[config.mk]
export PLATFORM = sky130hd
export DESIGN_NAME = nvmac_top
export DESIGN_NICKNAME = d
export VERILOG_FILES = /design/src/hw/nvmac_pkg.sv /design/src/hw/nvmac_array.sv /design/src/hw/nvmac_timer.sv /design/src/hw/nvmac_top.sv
export SDC_FILE = /design/constraint.sdc
export NUM_CORES = 2
export LEC_CHECK = 0
export BUFFER_PORTS_ARGS = -buffer_cell sky130_fd_sc_hd__buf_4
export CAP_MARGIN = 20
export CORE_UTILIZATION = 34
export CTS_BUF_LIST = sky130_fd_sc_hd__clkbuf_4
export DETAILED_ROUTE_END_ITERATION = 8
export SYNTH_ARGS = -nofsm -noshare
export SYNTH_HDL_FRONTEND = slang
export SYNTH_HIERARCHICAL = 1
export SYNTH_SLANG_ARGS = --single-unit
[constraint.sdc]
create_clock -name clk -period 13.1 [get_ports clk]
set_clock_uncertainty 0.1 [all_clocks]
set_input_delay 1.31 -clock clk [delete_from_list [all_inputs] [get_ports clk]]
set_output_delay 1.31 -clock clk [all_outputs]
set_load 0.01 [all_outputs]
[src/hw/nvmac_pkg.sv]
package nvmac_pkg;

   // register byte addresses on the bus
   localparam logic [7:0] ADDR_DATA    = 8'h00;
   localparam logic [7:0] ADDR_CONTROL = 8'h04;
   localparam logic [7:0] ADDR_ADDRESS = 8'h08;
   localparam logic [7:0] ADDR_STATUS  = 8'h0C;
   localparam logic [7:0] ADDR_MASK    = 8'h10;
   localparam logic [7:0] ADDR_GIE     = 8'h14;

   // control register fields
   localparam int CTL_READ   = 0;
   localparam int CTL_PROG   = 1;
   localparam int CTL_MASTER = 2;
   localparam int CTL_RDYIE  = 3;
   localparam int CTL_MODELO = 4;
   localparam int CTL_MODEHI = 5;

   // event bits in status and mask
   localparam int EV_PROGDONE = 0;
   localparam int EV_READDONE = 1;
   localparam int EV_IGNORED  = 2;

   localparam logic [7:0] DATA_RESET = 8'h00;
   localparam logic [1:0] MODE_RESET = 2'h0;
   localparam int         ADDR_W     = 9;
   localparam int         DEPTH      = 512;

   localparam logic [1:0] MODE_ATOMIC = 2'h0;
   localparam logic [1:0] MODE_ERASE  = 2'h1;
   localparam logic [1:0] MODE_WRITE  = 2'h2;

   // programming times in microseconds, clock 100 MHz
   localparam int CLK_MHZ        = 100;
   localparam int T_ATOMIC_US    = 3400;
   localparam int T_SPLIT_US     = 1800;
   localparam int ATOMIC_CYCLES  = T_ATOMIC_US * CLK_MHZ;
   localparam int SPLIT_CYCLES   = T_SPLIT_US * CLK_MHZ;
   localparam logic [2:0] MASTER_HOLD = 3'h4;

   typedef enum logic [2:0] {
      NVMAC_IDLE = 3'b001,
      NVMAC_PROG = 3'b010,
      NVMAC_READ = 3'b100
   } nvmac_state_t;

endpackage : nvmac_pkg

[src/hw/nvmac_array.sv]
`timescale 1ns/1ps
module nvmac_array
   import nvmac_pkg::*;
(
   input  wire logic              clk,
   input  wire logic              eraseEn,
   input  wire logic              writeEn,
   input  wire logic [ADDR_W-1:0] addr,
   input  wire logic [7:0]        wdata,
   output logic      [7:0]        rdata
);
   // erased cells read all ones; write only clears bits
   logic [7:0] cells [DEPTH];

   always_ff @(posedge clk)
   begin
      if (eraseEn && writeEn)
         cells[addr] <= wdata;
      else if (eraseEn)
         cells[addr] <= 8'hFF;
      else if (writeEn)
         cells[addr] <= cells[addr] & wdata;
      rdata <= cells[addr];
   end
endmodule : nvmac_array

[src/hw/nvmac_timer.sv]
`timescale 1ns/1ps
module nvmac_timer
   import nvmac_pkg::*;
(
   input  wire logic        clk,
   input  wire logic        reset,
   input  wire logic        start,
   input  wire logic [31:0] load,
   output logic             done
);
   typedef struct packed {
      logic [31:0] count;
      logic        run;
      logic        done;
   } nvmac_tim_t;

   nvmac_tim_t s_reg;
   nvmac_tim_t s_next;

   always_comb
   begin
      s_next = s_reg;
      s_next.done = 1'b0;
      if (start)
      begin
         s_next.count = load;
         s_next.run = 1'b1;
      end
      else if (s_reg.run)
      begin
         if (s_reg.count <= 32'h1)
         begin
            s_next.run = 1'b0;
            s_next.done = 1'b1;
         end
         else
            s_next.count = s_reg.count - 32'h1;
      end
   end

   always_ff @(posedge clk)
   begin
      if (reset)
         s_reg <= '0;
      else
         s_reg <= s_next;
   end

   assign done = s_reg.done;
endmodule : nvmac_timer

[src/hw/nvmac_top.sv]
`timescale 1ns/1ps
module nvmac_top
   import nvmac_pkg::*;
#(
   parameter int ATOMIC_TIME = ATOMIC_CYCLES,
   parameter int SPLIT_TIME  = SPLIT_CYCLES
)
(
   input  wire logic        clk,
   input  wire logic        reset,
   input  wire logic        hsel,
   input  wire logic [31:0] haddr,
   input  wire logic [1:0]  htrans,
   input  wire logic        hwrite,
   input  wire logic [2:0]  hsize,
   input  wire logic [31:0] hwdata,
   input  wire logic        hready,
   output logic      [31:0] hrdata,
   output logic             hreadyout,
   output logic             hresp,
   output logic             irq,
   output logic             readyIrq
);
   ////////////////////////////////////////////////////////////////////
   typedef struct packed {
      nvmac_state_t          state;
      logic [7:0]            data;
      logic [ADDR_W-1:0]     address;
      logic [1:0]            mode;
      logic                  rdyIe;
      logic                  master;
      logic [2:0]            masterCnt;
      logic                  prog;
      logic                  read;
      logic [2:0]            status;
      logic [2:0]            mask;
      logic                  gie;
      logic                  wrPend;
      logic [7:0]            wrAddr;
      logic [31:0]           rdata;
      logic                  irq;
      logic                  readyIrq;
   } nvmac_regs_t;

   nvmac_regs_t s_reg;
   nvmac_regs_t s_next;

   logic        timerStart;
   logic [31:0] timerLoad;
   logic        timerDone;
   logic        eraseEn;
   logic        writeEn;
   logic [7:0]  arrayData;

   function automatic logic [31:0] readMux(input nvmac_regs_t s,
                                           input logic [7:0] a);
      logic [31:0] v;
      v = 32'h0;
      if (a == ADDR_DATA)
         v = {24'h0, s.data};
      else if (a == ADDR_CONTROL)
         v = {24'h0, 2'h0, s.mode, s.rdyIe, s.master, s.prog, s.read};
      else if (a == ADDR_ADDRESS)
         v = {23'h0, s.address};
      else if (a == ADDR_STATUS)
         v = {29'h0, s.status};
      else if (a == ADDR_MASK)
         v = {29'h0, s.mask};
      else if (a == ADDR_GIE)
         v = {31'h0, s.gie};
      return v;
   endfunction : readMux

   ////////////////////////////////////////////////////////////////////
   always_comb
   begin
      logic       addrPhase;
      logic [7:0] wv;
      logic [2:0] ev;
      s_next     = s_reg;
      addrPhase  = hsel && htrans[1] && hready;
      wv         = hwdata[7:0];
      ev         = 3'h0;
      timerStart = 1'b0;
      timerLoad  = 32'(SPLIT_TIME);
      eraseEn    = 1'b0;
      writeEn    = 1'b0;

      // master window counts down and self-clears
      if (s_reg.master)
      begin
         if (s_reg.masterCnt <= 3'h1)
            s_next.master = 1'b0;
         else
            s_next.masterCnt = s_reg.masterCnt - 3'h1;
      end

      // register writes land in the data phase
      if (s_reg.wrPend)
      begin
         if (s_reg.wrAddr == ADDR_DATA)
            s_next.data = wv;
         else if (s_reg.wrAddr == ADDR_ADDRESS)
            s_next.address = hwdata[ADDR_W-1:0];
         else if (s_reg.wrAddr == ADDR_MASK)
            s_next.mask = hwdata[2:0];
         else if (s_reg.wrAddr == ADDR_GIE)
            s_next.gie = hwdata[0];
         else if (s_reg.wrAddr == ADDR_STATUS)
            s_next.status = s_reg.status & ~hwdata[2:0];
         else if (s_reg.wrAddr == ADDR_CONTROL)
         begin
            s_next.rdyIe = wv[CTL_RDYIE];
            if (!s_reg.prog)
               s_next.mode = wv[CTL_MODEHI:CTL_MODELO];
            if (wv[CTL_MASTER])
            begin
               s_next.master    = 1'b1;
               s_next.masterCnt = MASTER_HOLD;
            end
            // strobe honoured only inside the window and when idle
            if (wv[CTL_PROG] && !s_reg.prog)
            begin
               if (s_reg.master && s_reg.state == NVMAC_IDLE
                   && s_reg.mode != 2'h3)
               begin
                  s_next.prog  = 1'b1;
                  s_next.state = NVMAC_PROG;
                  timerStart   = 1'b1;
                  timerLoad    = (s_reg.mode == MODE_ATOMIC) ?
                                 32'(ATOMIC_TIME) : 32'(SPLIT_TIME);
                  eraseEn = (s_reg.mode != MODE_WRITE);
                  writeEn = (s_reg.mode != MODE_ERASE);
                  s_next.master = 1'b0;
               end
               else
                  ev[EV_IGNORED] = 1'b1;
            end
            // read strobe ignored during programming
            if (wv[CTL_READ] && s_reg.state == NVMAC_IDLE
                && !(wv[CTL_PROG] && s_reg.master))
            begin
               s_next.read  = 1'b1;
               s_next.state = NVMAC_READ;
            end
         end
      end

      case (s_reg.state)
         NVMAC_PROG:
         begin
            if (timerDone)
            begin
               s_next.prog  = 1'b0;
               s_next.state = NVMAC_IDLE;
               ev[EV_PROGDONE] = 1'b1;
            end
         end
         NVMAC_READ:
         begin
            // array output valid one cycle after address
            s_next.data  = arrayData;
            s_next.read  = 1'b0;
            s_next.state = NVMAC_IDLE;
            ev[EV_READDONE] = 1'b1;
         end
         default:
         begin
         end
      endcase

      // set wins over a same-cycle clear
      s_next.status = s_next.status | ev;

      s_next.wrPend = addrPhase && hwrite;
      if (addrPhase)
      begin
         s_next.wrAddr = haddr[7:0];
         if (!hwrite)
            s_next.rdata = readMux(s_reg, haddr[7:0]);
      end

      s_next.readyIrq = s_next.rdyIe && s_next.gie && !s_next.prog;
      s_next.irq = |(s_next.status & s_next.mask);
   end

   ////////////////////////////////////////////////////////////////////
   always_ff @(posedge clk)
   begin
      if (reset)
      begin
         s_reg.state     <= NVMAC_IDLE;
         s_reg.data      <= DATA_RESET;
         s_reg.address   <= '0;
         s_reg.rdyIe     <= 1'b0;
         s_reg.master    <= 1'b0;
         s_reg.masterCnt <= 3'h0;
         s_reg.read      <= 1'b0;
         s_reg.status    <= 3'h0;
         s_reg.mask      <= 3'h0;
         s_reg.gie       <= 1'b0;
         s_reg.wrPend    <= 1'b0;
         s_reg.wrAddr    <= 8'h0;
         s_reg.rdata     <= 32'h0;
         s_reg.irq       <= 1'b0;
         s_reg.readyIrq  <= 1'b0;
         // a running program survives reset; mode held too
         if (s_reg.prog)
         begin
            s_reg.prog  <= s_next.prog;
            s_reg.mode  <= s_reg.mode;
            s_reg.state <= s_next.prog ? NVMAC_PROG : NVMAC_IDLE;
         end
         else
         begin
            s_reg.prog <= 1'b0;
            s_reg.mode <= MODE_RESET;
         end
      end
      else
         s_reg <= s_next;
   end

   ////////////////////////////////////////////////////////////////////
   nvmac_array u_array (
      .clk     (clk),
      .eraseEn (eraseEn),
      .writeEn (writeEn),
      .addr    (s_reg.address),
      .wdata   (s_reg.data),
      .rdata   (arrayData)
   );

   // timer keeps running through reset so programming can finish
   nvmac_timer u_timer (
      .clk   (clk),
      .reset (1'b0),
      .start (timerStart),
      .load  (timerLoad),
      .done  (timerDone)
   );

   assign hrdata    = s_reg.rdata;
   assign hreadyout = 1'b1;
   assign hresp     = 1'b0;
   assign irq       = s_reg.irq;
   assign readyIrq  = s_reg.readyIrq;
endmodule : nvmac_top

Yosys cells after proc, flatten, opt, wreduce, memory -nomap -nowiden
Memory sizes are Yosys's and may differ from the RTL's. A register that Yosys moved wholly into a read port is not among the register bits.
Index checks and enable logic that the tools add are counted.
{"block": "totals", "reg_bits": 121, "in_bits": 74, "rom_bits": 0, "ramBits": 4096, "out_inout_bits": 36, "n_memories": 1, "latch_bits": 0}
{"block": "op_classes", "n_bitwise": 15, "add_sub_neg": 2, "multipliers": 0, "reduce_logical": 32, "shift": 0, "n_eq_ne": 22, "n_div": 0, "mux": 117, "magnitude_cmp": 2}
{"memory": "u_array.cells", "depth": 512, "width": 8, "read_ports": 1, "rd_ports_with_merged_regs": 1, "wr": 1, "line_no": "nvmac_array.sv:13", "source": "logic [7:0] cells [DEPTH];"}
{"operator": "19-bit two-way mux", "count": 10}
{"operator": "79-bit two-way mux", "count": 1}
{"operator": "9-bit two-way mux", "count": 8}
{"operator": "32-bit two-way mux", "count": 2}
{"operator": "1-bit two-way mux", "count": 61}
{"operator": "3-bit two-way mux", "count": 15}
{"operator": "40-bit two-way mux", "count": 1}
{"operator": "36-bit two-way mux", "count": 1}
{"operator": "34-bit two-way mux", "count": 1}
{"operator": "33-bit two-way mux", "count": 1}
{"operator": "8-bit by 4-bit == test with 1-bit output (second input constant)", "count": 4}
{"operator": "8-bit by 5-bit == test with 1-bit output (second input constant)", "count": 4}
{"operator": "32-bit by 1-bit less-or-equal comparator with 1-bit output (second input constant)", "count": 1}
{"operator": "8-bit two-way mux", "count": 4}
{"operator": "32-bit by 1-bit subtractor with 32-bit output (second input constant)", "count": 1}
{"operator": "25-bit two-way mux", "count": 1}
{"operator": "12-bit two-way mux", "count": 2}
{"operator": "8-bit by 3-bit == test with 1-bit output (second input constant)", "count": 2}
{"operator": "8-bit logical NOT", "count": 2}
{"operator": "16-bit two-way mux", "count": 1}
{"operator": "2-bit != test (second input constant)", "count": 8}
{"operator": "8-bit AND reduction", "count": 2}
{"operator": "1-bit logical AND", "count": 12}
{"operator": "2-bit two-way mux", "count": 5}
{"operator": "other kinds (21)", "count": 40}

Longest topological paths before layout
{"block": "depth", "word_depth": 18, "mapped_depth": 14, "depth_no_buf": 9}

Cells and area by module
The synthesis kept the hierarchy.
{"module": "nvmac_array", "cells_each": 7573, "instances": 1, "area_each_um2": 159056.3}
{"module": "nvmac_top", "cells_each": 350, "instances": 1, "area_each_um2": 2935.3}
{"module": "nvmac_timer", "cells_each": 263, "instances": 1, "area_each_um2": 2123.3}

Least setup slack after synthesis
OpenSTA, ideal clock, no wires.
{"block": "synth_path", "path_kind": "input-to-reg", "from": "in hwdata[1]", "to": "mem u_array.cells[0][7], data pin", "t_required_ns": 11.415, "arrival_time_ns": 9.092, "stages": 7, "path_buffers": 2, "path_slack_ns": 2.324, "path_cell_list": "nor2b_1 > nand3_1 > nor2_1 > buf_1 > nand2b_1 > buf_1 > o221a_1"}
{"block": "synth_via", "elab_chain_cells": 14, "word_cells_on_any_way": 27, "cone_classes": "25 x mux; 2 x reduce/logical"}
{"item": "from (decl)", "line_no": "nvmac_top.sv:16", "source": "input wire logic [31:0] hwdata,"}
{"item": "1-bit logical AND (*)", "line_no": "nvmac_top.sv:122", "source": "if (wv[CTL_PROG] && !s_reg.prog)"}
{"item": "1-bit two-way mux (*)", "line_no": "nvmac_top.sv:122"}
{"item": "1-bit two-way mux (*)", "line_no": "nvmac_top.sv:111", "source": "else if (s_reg.wrAddr == ADDR_CONTROL)"}
{"item": "1-bit two-way mux (*)", "line_no": "nvmac_top.sv:109", "source": "else if (s_reg.wrAddr == ADDR_STATUS)"}
{"item": "1-bit two-way mux (*)", "line_no": "nvmac_top.sv:107", "source": "else if (s_reg.wrAddr == ADDR_GIE)"}
{"item": "1-bit two-way mux (*)", "line_no": "nvmac_top.sv:105", "source": "else if (s_reg.wrAddr == ADDR_MASK)"}
{"item": "1-bit two-way mux (*)", "line_no": "nvmac_top.sv:103", "source": "else if (s_reg.wrAddr == ADDR_ADDRESS)"}
{"item": "1-bit two-way mux (*)", "line_no": "nvmac_top.sv:101", "source": "if (s_reg.wrAddr == ADDR_DATA)"}
{"item": "1-bit two-way mux (*)", "line_no": "nvmac_top.sv:99", "source": "if (s_reg.wrPend)"}
{"item": "named net eraseEn", "line_no": "nvmac_top.sv:51", "source": "logic eraseEn;"}
{"item": "1-bit two-way mux / 1-bit logical AND (equally long branches)", "line_no": "nvmac_array.sv:19, nvmac_array.sv:17"}
{"item": "1-bit two-way mux", "line_no": "nvmac_array.sv:17", "source": "if (eraseEn && writeEn)"}
{"item": "1-bit two-way mux (not written as such)", "line_no": "nvmac_array.sv:20", "source": "cells[addr] <= 8'hFF;"}
{"item": "8-bit two-way mux (no line)"}
{"item": "8-bit two-way mux (no line) (*)"}
{"item": "to (decl)", "line_no": "nvmac_array.sv:13"}
The timed path passes the listed nets; every way through them passes the cells marked *.

==> results.py <==
metrics = {
    "clock_tree": {
        "clk_latency_ns": 1.75,
        "ctsResizeCount": 0,
        "root_buffer": "clkbuf_4",
        "numCtsBuffers": 964,
        "cts-hold-fix-buffers": 44,
        "clockBufferDepth": 4,
        "htreeDepth": 6,
        "numClockSinks": 4194,
        "clkTransAtPathRegs_ns": 0.07,
        "cts_tree": "built",
        "cts_setup_buffers": 0,
    },
    "die": {
        "io_pins": 110,
        "die_w_um": 696.8,
        "core_um2": 479600,
        "die_area_um2": 485500,
        "fp.dieH_um": 696.8,
        "floorplan.initialDensity_pct": 34.22,
        "num_rows": 254,
    },
    "timing": {
        "timing.slew.headroom_pct": 13.87,
        "finalSetupTns_ns": 0,
        "slew_viol_final": 0,
        "fin_crit_sh_pct": 65.53,
        "hold_viol_final": 0,
        "post-route-min-period_ns": 8.585,
        "setup_viol": 0,
        "worst_slew_pin_slew_ns": 1.292,
        "max_clock_freq_mhz": 116.5,
        "rsz0062_at_grt": "false",
    },
    "placement": {
        "hpwl_um": 267100,
        "dp_cells": 14270,
        "place_congestion": 0.8287,
        "portBuffers": 33,
        "placed_area_um2": 171400,
    },
    "drt": {
        "drtAntennaViolNets": 0,
        "vias_per_cell": 5.460,
        "vias": 87710,
        "routedWlPerCell_um": 27.92,
        "drt-pass1-iter-count": 8,
        "routed_wl_um": 448400,
        "drt_iter0_drc": 10220,
        "drc": 0,
    },
    "grt": {
        "grt_max_degree": 228,
        "antenna_found_initial": 22,
        "overflow": 0,
        "grt_pass1_wl_um": 638300,
        "track_usage_pct": 18.06,
        "grt_pass1_vias": 88770,
    },
    "worst_setup_path": {
        "endpoint_kind": "flop",
        "crit_fanout": 175,
        "cp.required_ns": 14.20,
        "cp.arrival_ns": 9.68,
        "path_class": "reg -> reg",
        "start_kind": "flop",
    },
    "logic_synthesis": {
        "ys.flop_type": "edfxtp_1",
        "ys_ff_latch": 4194,
        "ys_seq_area_share_pct": 76.15,
        "ys_types": 103,
        "ys_async_sr_fraction_pct": 0,
        "synth_area_um2": 164100,
        "avgSynthCellArea_um2": 20.05,
        "yosysWarningCount": 6,
        "synth_edf_count": 4098,
        "syn_inst": 8186,
    },
    "run": {
        "max_cap_viol_count": 0,
    },
    "layout": {
        "fin_nets": 8966,
        "multiInputGateArea_um2": 36450,
        "syn2layout_area_growth_pct": 12.30,
        "regArea_um2": 125000,
        "fin_cells": 16060,
        "layout.cells.most_common": "edfxtp_1",
        "largest_reg_flops": 4096,
        "final_cell_mix": "edfxtp_1 (4098), clkbuf_4 (1379), mux4_2 (891)",
        "drive_gt1_share_pct": 28.28,
        "nFillCells": 43340,
        "stdcell_area_um2": 184300,
    },
    "power_and_ir_drop": {
        "powerDensity_nw_per_um2": 134.6,
        "ir_drop_uv": 91.91,
        "leakagePower_nw": 56.50,
    },
    "min_path": {
        "hold_path.class": "reg -> reg",
    },
    "run_status": {
        "status": "completed",
    },
}
## through the flow
stage | setup WS (ns) | utilization [%] | hold slack, ns | total power [W]
floorplan | 2.324 | - | 0.3263 | 0.01482
global placement | 4.976 | 35.73 | 0.3587 | 0.01483
detailed placement | 4.852 | 35.73 | 0.3742 | 0.01483
CTS | 4.783 | 38.39 | 0.1360 | 0.02505
global route | 4.522 | 38.42 | 0.2468 | 0.02568
finish | 4.515 | 38.43 | 0.3790 | 0.02481
## cell families after synthesis
logic type	count (synthesis)	share of synthesized area, %
AOI/OAI and AO/OA	766	3.356
buffers and inverters	592	1.956
other	2	0.004576
muxes	1247	14.44
xor gates and xnor gates	2	0.01068
DFF	4194	76.15
and+or+nand+nor	1379	4.050
adders and majority gates	4	0.03050
## metal layers
layer  track usage [%]  part of all wire [%]  up-vias
met2             28.95                    48     4571
met4             5.932                   2.8       14
met3             3.876                   9.5      656
met5                 0                 0.021        -
met1             24.54                    40    46310
li1                  -                     -    36160
## worst max-delay path, stage by stage, from the launching register on
cell	delay (ns)
dfxtp_4	0.81
buf_4	0.77
buf_4	0.74
mux4_2	0.60
mux2i_1	0.28
o22ai_1	0.30
or4_1	0.65
nor4_2	0.80
nand4_1	0.68
o221a_4	0.72
buf_12	0.33
buf_4	0.64
## report_power, final
part | leakage [nW] | internal [W] | switching (W)
clock network | 7.28 | 0.00511 | 0.00515
registers | 38.7 | 0.0145 | 0.00000210
logic | 10.5 | 0.0000219 | 0.0000353
total | 56.5 | 0.0196 | 0.00519
## Yosys cell counts (15+ instances only)
cell | count | area, µm²
buf_1 | 38 | 142.6
nand4_1 | 159 | 994.7
dfxtp_1 | 96 | 1922
buf_4 | 94 | 705.7
a21oi_1 | 102 | 510.5
nand2_1 | 196 | 735.7
and2_1 | 16 | 100.1
o21ai_0 | 62 | 310.3
a32oi_1 | 15 | 131.4
mux4_2 | 891 | 20070
a22o_1 | 46 | 402.9
nor2_1 | 632 | 2372
nand2b_1 | 21 | 131.4
nor4_1 | 33 | 206.5
mux2_2 | 52 | 585.6
or4_1 | 16 | 120.1
nor3_1 | 34 | 170.2
edfxtp_1 | 4098 | 123100
clkbuf_1 | 234 | 878.3
a311oi_1 | 20 | 175.2
a22oi_1 | 104 | 780.8
inv_1 | 16 | 60.06
a221oi_1 | 94 | 823.3
nor2b_1 | 32 | 200.2
buf_6 | 45 | 506.7
mux2i_1 | 304 | 3043
a31oi_1 | 70 | 437.9
and3_1 | 25 | 156.4
buf_2 | 153 | 765.7
o22ai_1 | 90 | 563.0
o221ai_1 | 23 | 201.4
nand3_1 | 116 | 580.6
a211oi_1 | 33 | 247.7
## area by class of cell
type,instances,share of cell area [%]
inverter,19,0.04277
antenna,16,0.02173
tap,6400,4.345
clock inverter,347,1.069
timing repair buffer,260,1.306
clock buffer,1378,5.613
sequential,4194,67.83
multi-input combinational,3449,19.78
## path summary, 6_finish.rpt
check	slack, ns	depth (start not counted)	end	startpoint
worst max-delay path	4.52	11	u_array/cells[319][6]	s_reg[60]
worst min-delay path	0.38	2	hrdata[8]	hrdata[8]
worst max register to register	4.52	11	u_array/cells[319][6]	s_reg[60]
worst min register to register	0.38	2	hrdata[8]	hrdata[8]
(Power assumes the default switching activity.)
